### src/rtl/bas_pkg.sv
package bas_pkg;
  localparam int DATA_W = 8;
  localparam int ADDR_W = 7;
  localparam logic [6:0] FILE_ADDR_MAX = 7'h7f;
  localparam logic [7:0] ACC_RESET = 8'h00;
  localparam logic [7:0] ZERO_BYTE = 8'h00;
  localparam logic DEST_ACC = 1'b0;
  localparam logic DEST_FILE = 1'b1;
  localparam int CARRY_BIT = 0;
  localparam int HALF_CARRY_BIT = 1;
  localparam int ZERO_BIT = 2;
  localparam logic [2:0] FLAGS_RESET = 3'h0;

  typedef enum logic [4:0] {
    literal_minus_acc_op = 5'h01,
    reg_minus_acc_op = 5'h02,
    nibble_exchange_op = 5'h04,
    reg_xor_acc_op = 5'h08,
    literal_xor_acc_op = 5'h10
  } bas_op_type;
endpackage

### src/rtl/bas_alu.sv
// Functional notes
// - Literal minus accumulator, carry, half, zero
// - File register minus accumulator, carry, half, zero
// - Destination bit 0 accumulator, 1 file register
// - Swap nibbles of file register, no flags
// - Accumulator xor file register, zero flag only
// - Accumulator xor literal into accumulator, zero only
module bas_alu
  import bas_pkg::*;
(
  input wire logic sys_clk_in,
  input wire logic rst_n_in,
  input wire logic clk_en_in,
  input wire logic exec_in,
  input wire logic [4:0] op_in,
  input wire logic [7:0] literal_in,
  input wire logic [6:0] file_addr_in,
  input wire logic [7:0] file_data_in,
  input wire logic dest_in,
  output logic [7:0] acc_out,
  output logic carry_flag_out,
  output logic half_carry_flag_out,
  output logic zero_flag_out,
  output logic file_we_out,
  output logic [6:0] file_addr_out,
  output logic [7:0] file_wdata_out
);
  import bas_pkg::*;

  logic [7:0] acc;
  logic carry_flag;
  logic half_carry_flag;
  logic zero_flag;
  logic file_we;
  logic [6:0] file_addr;
  logic [7:0] file_wdata;
  logic [7:0] operand;
  logic [7:0] result;
  logic carry_new;
  logic half_carry_new;
  logic zero_new;
  logic is_literal;
  logic is_sub;
  logic is_xor;
  logic valid_op;
  logic to_file;
  logic go;

  assign is_literal = (op_in == literal_minus_acc_op) || (op_in == literal_xor_acc_op);
  assign is_sub = (op_in == literal_minus_acc_op) || (op_in == reg_minus_acc_op);
  assign is_xor = (op_in == reg_xor_acc_op) || (op_in == literal_xor_acc_op);
  assign valid_op = is_sub || is_xor || (op_in == nibble_exchange_op);
  // Unknown op codes are ignored rather than corrupting state
  assign go = clk_en_in && exec_in && valid_op;
  assign operand = is_literal ? literal_in : file_data_in;
  // Literal forms always land in the accumulator
  assign to_file = !is_literal && (dest_in == DEST_FILE);

  bas_compute u_compute (
    .op_in(op_in),
    .acc_in(acc),
    .operand_in(operand),
    .result_out(result),
    .carry_out(carry_new),
    .half_carry_out(half_carry_new),
    .zero_out(zero_new)
  );

  always_ff @(posedge sys_clk_in or negedge rst_n_in) begin
    if (!rst_n_in) begin
      acc <= ACC_RESET;
    end else if (go && !to_file) begin
      acc <= result;
    end
  end

  always_ff @(posedge sys_clk_in or negedge rst_n_in) begin
    if (!rst_n_in) begin
      carry_flag <= FLAGS_RESET[CARRY_BIT];
      half_carry_flag <= FLAGS_RESET[HALF_CARRY_BIT];
    end else if (go && is_sub) begin
      carry_flag <= carry_new;
      half_carry_flag <= half_carry_new;
    end
  end

  // Swap leaves every flag alone
  always_ff @(posedge sys_clk_in or negedge rst_n_in) begin
    if (!rst_n_in) begin
      zero_flag <= FLAGS_RESET[ZERO_BIT];
    end else if (go && (is_sub || is_xor)) begin
      zero_flag <= zero_new;
    end
  end

  // Write-back strobe lasts until the next clock-enabled cycle, data held until next write
  always_ff @(posedge sys_clk_in or negedge rst_n_in) begin
    if (!rst_n_in) begin
      file_we <= 1'b0;
      file_addr <= 7'h00;
      file_wdata <= 8'h00;
    end else if (clk_en_in) begin
      file_we <= go && to_file;
      if (go && to_file) begin
        file_addr <= file_addr_in & FILE_ADDR_MAX;
        file_wdata <= result;
      end
    end
  end

  assign acc_out = acc;
  assign carry_flag_out = carry_flag;
  assign half_carry_flag_out = half_carry_flag;
  assign zero_flag_out = zero_flag;
  assign file_we_out = file_we;
  assign file_addr_out = file_addr;
  assign file_wdata_out = file_wdata;
endmodule

### src/rtl/bas_compute.sv
module bas_compute
  import bas_pkg::*;
(
  input wire logic [4:0] op_in,
  input wire logic [7:0] acc_in,
  input wire logic [7:0] operand_in,
  output logic [7:0] result_out,
  output logic carry_out,
  output logic half_carry_out,
  output logic zero_out
);
  logic [8:0] diff;
  logic [4:0] low_diff;

  // Borrow-free subtract: add inverted acc plus one
  assign diff = {1'b0, operand_in} + {1'b0, ~acc_in} + 9'h001;
  assign low_diff = {1'b0, operand_in[3:0]} + {1'b0, ~acc_in[3:0]} + 5'h01;

  always_comb begin
    result_out = operand_in;
    case (op_in)
      literal_minus_acc_op, reg_minus_acc_op: result_out = diff[7:0];
      nibble_exchange_op: result_out = {operand_in[3:0], operand_in[7:4]};
      reg_xor_acc_op, literal_xor_acc_op: result_out = acc_in ^ operand_in;
      default: result_out = operand_in;
    endcase
  end

  assign carry_out = diff[8];
  assign half_carry_out = low_diff[4];
  assign zero_out = (result_out == ZERO_BYTE);
endmodule

### config.mk
export PLATFORM = sky130hd
export DESIGN_NAME = bas_alu
export DESIGN_NICKNAME = d
export VERILOG_FILES = /design/src/rtl/bas_pkg.sv /design/src/rtl/bas_alu.sv /design/src/rtl/bas_compute.sv
export SDC_FILE = /design/constraint.sdc
export NUM_CORES = 1
export LEC_CHECK = 0
export ABC_AREA = 0
export BUFFER_PORTS_ARGS = -buffer_cell sky130_fd_sc_hd__buf_4
export CAP_MARGIN = 40
export CORE_ASPECT_RATIO = 1.2
export CORE_MARGIN = 2
export CORE_UTILIZATION = 52
export CTS_CLUSTER_SIZE = 30
export DETAILED_ROUTE_END_ITERATION = 12
export PLACE_DENSITY = 0.81
export SLEW_MARGIN = 0
export SYNTH_ARGS = -nofsm -noshare
export SYNTH_HDL_FRONTEND = slang
export SYNTH_HIERARCHICAL = 1
export SYNTH_SLANG_ARGS = --single-unit
### constraint.sdc
create_clock -name sys_clk_in -period 3.2 [get_ports sys_clk_in]
set_input_delay 0.16 -clock sys_clk_in [delete_from_list [all_inputs] [get_ports sys_clk_in]]
set_output_delay 0.16 -clock sys_clk_in [all_outputs]
set_load 0.05 [all_outputs]
==> flow_summary.toml <==
[status]
status = "complete, but fails checks"
violations = "setup timing"

[setup_path]
end_kind = "flip-flop"
required_ns = 3.41
r2r_start = "acc_out[0]"
path_max_fanout = 3
setup.worst_path.start_class = "input port"
reg2reg_depth = 9
reg2reg_to = "zero_flag_out"
critical_path_class = "in -> reg"
regToRegSetupSlack_ns = 0.41
arrival_ns = 3.42

[pwr]
powerDensity_mw_per_mm2 = 643
p_comb_frac = 0.611
ir_drop_uv = 549
p_sw_mw = 0.811
switching_share = 0.455
p_int_mw = 0.969
p_clk_frac = 0.103
pwr-share-seq = 0.285
leakage_nw = 1.37
power_mw = 1.78

[drt]
first_pass_iters = 4
wl_um = 5030
ant_nets = 0
wl_per_cell_um = 15.7
via_per_inst = 5.50
drc = 0
num_vias = 1767
drt-initial-drc-count = 75

[timing]
layout_min_cycle_time_ns = 3.21
fin_skew_ns = 0.00145
fin_tns_setup_ns = -0.00919
finalWorstSetupSlack_ns = -0.00919
rsz0062_at_grt = "yes"
finalHoldViolations = 0
setup_viol = 1
max_slew_margin = 0.618
fmax_mhz = 312
drv_slew = 0
worst_pin_slew_ns = 0.571
min_period_over_period = 1.00

[final_layout]
fillers = 258
fin_util = 0.762
syn_to_final_growth_pct = 39.8
multi_input_area_sq_mm = 0.00125
layout_commonest_cell = "buf_4"
nNetsFinal = 313
layoutNonFillerInstCount = 321
seq_area_sq_um = 676
final_cell_mix = "buf_4 (88), dfrtp_1 (27), mux2_2 (24)"
drive_gt1_frac = 0.561
n_antenna_cell = 0

[place]
place_hpwl_um = 4090
place_ws_ns = -0.383
placed_cells = 316
io_buffers = 59
gp_congestion = 0.862

[clock_tree]
cts_tree = "yes"
cts-buffers-inserted = 3
ctsLongestPathBuffers = 2
clock_latency_ns = 0.27
cts.sink_count = 27
root_buffer = "clkbuf_8"
path_clk_slew_ns = 0.08
post-cts-setup-buffer-count = 0
htreeDepth = 1

[global_route]
antenna_found_initial = 0
grt.total_usage = 0.250
gr-total-overflow = 0
first_global_vias = 1745
grt_max_degree = 28
grt_pass1_wl_um = 8120

[die]
die_w_um = 60.3
rows = 24
pin_count = 60
fp.coreArea_sq_mm = 0.00363
die_h_um = 71.6
fp.dieArea_sq_mm = 0.00432
start_util = 0.545

[synthesis]
seq_area_frac_synth = 0.341
avgSynthCellArea_sq_um = 11.1
syn-cell-area_sq_mm = 0.00198
synthSimpleGateAreaFrac = 0.143
synth_warnings = 6
synthAdderAreaFrac = 0.0670
synth_edf_count = 0
async_flop_share = 1.00
synth_cells = 178
ys_types = 59
synthFlopType = "dfrtp_1"
synth_top_family_by_area = "multiplexers"
synth-xor-area-share = 0.0259
synth_compound_area_frac = 0.172
synthMuxAreaShare = 0.210
syn_nets = 221
ys_ff_latch = 27

[job]
maxCapViolations = 0

[hold_path]
min-delay-start = "file_addr_in[2]"
hp-class = "in -> reg"
hold_end = "file_addr_out[2]"
whs_path_depth = 2
-- final cells by class --
class | count | area share
multi-input combinational | 134 | 0.451
sequential | 27 | 0.244
tap | 52 | 0.0235
clock buffer | 4 | 0.0163
inverter | 14 | 0.0190
timing repair buffer | 90 | 0.246
-- metal layers --
layer	part of all wire	GRT usage	wire, um
met5	0	0	0
met4	0.012	0.0667	61
met3	0.043	0.0235	217
met2	0.53	0.432	2670
met1	0.41	0.330	2080
-- flip-flops by register name, indices dropped and copies added (netlist names) --
signal               flops
file_we_out              1
half_carry_flag_out      1
file_addr_out            7
zero_flag_out            1
carry_flag_out           1
acc_out                  8
file_wdata_out           8
-- synthesized netlist by cell type, types with 3 or more instances --
library cell / number / area [sq um]
mux2_2: 25 / 282
dfrtp_1: 27 / 676
a21oi_1: 7 / 35.0
ha_1: 9 / 113
nor2_1: 8 / 30.0
a21o_1: 3 / 22.5
o21ai_0: 6 / 30.0
nor3_1: 4 / 20.0
nand2_1: 5 / 18.8
xnor2_1: 3 / 26.3
inv_1: 14 / 52.6
mux2_4: 9 / 135
-- power by group through the flow --
stage	Sequential, mW	Clock [mW]	Combinational, mW
4_1_cts	0.508	0.189	1.08
5_1_grt	0.519	0.207	1.15
3_3_place_gp	0.507	0	1.06
6_report	0.508	0.184	1.09
2_1_floorplan	0.842	0	0.362
3_5_place_dp	0.512	0	1.08
-- worst max path at each step --
stage / from / endpoint / slack [ns] / cells after the start
2_1_floorplan: op_in[3] / zero_flag_out / -0.17 / 13
3_3_place_gp: op_in[3] / zero_flag_out / -0.30 / 13
3_5_place_dp: op_in[3] / zero_flag_out / -0.38 / 13
4_1_cts: op_in[0] / zero_flag_out / -0.01 / 14
5_1_grt: op_in[0] / zero_flag_out / -0.12 / 14
6_report: op_in[0] / zero_flag_out / -0.009 / 14
-- cells by family after synthesis --
group                      count (synthesis)
adders and majority gates                 10
DFF                                       27
buffers and inverters                     17
AOI/OAI and AO/OA                         42
xor gates and xnor gates                   5
and+or+nand+nor                           43
muxes                                     34
-- stage by stage --
stage	hold WS (ns)	cell area, sq um
6_report	0.118	2770
5_1_grt	0.111	2770
4_1_cts	0.114	2760
3_5_place_dp	0.0879	2690
3_3_place_gp	0.0836	2690
2_1_floorplan	-0.136	1990
-- worst max-delay path, cell delays in order --
cell and delay [ns]:
buf_4 0.12, xnor2_1 0.11, or4_4 0.46, mux2_2 0.26, inv_1 0.05, ha_1 0.19
fa_2 0.33, and3b_2 0.26, nor2_1 0.06, a32o_2 0.25, o32a_1 0.34, or4b_4 0.50
nor4_4 0.15, mux2_4 0.18
-- repair_timing --
action                                 CTS  global route
resized for setup                        2             3
hold buffers                             1             0
setup endpoints to repair                1             1
endpoints found under the hold margin   27             0
Note: power is estimated with default switching activity, not from simulation.
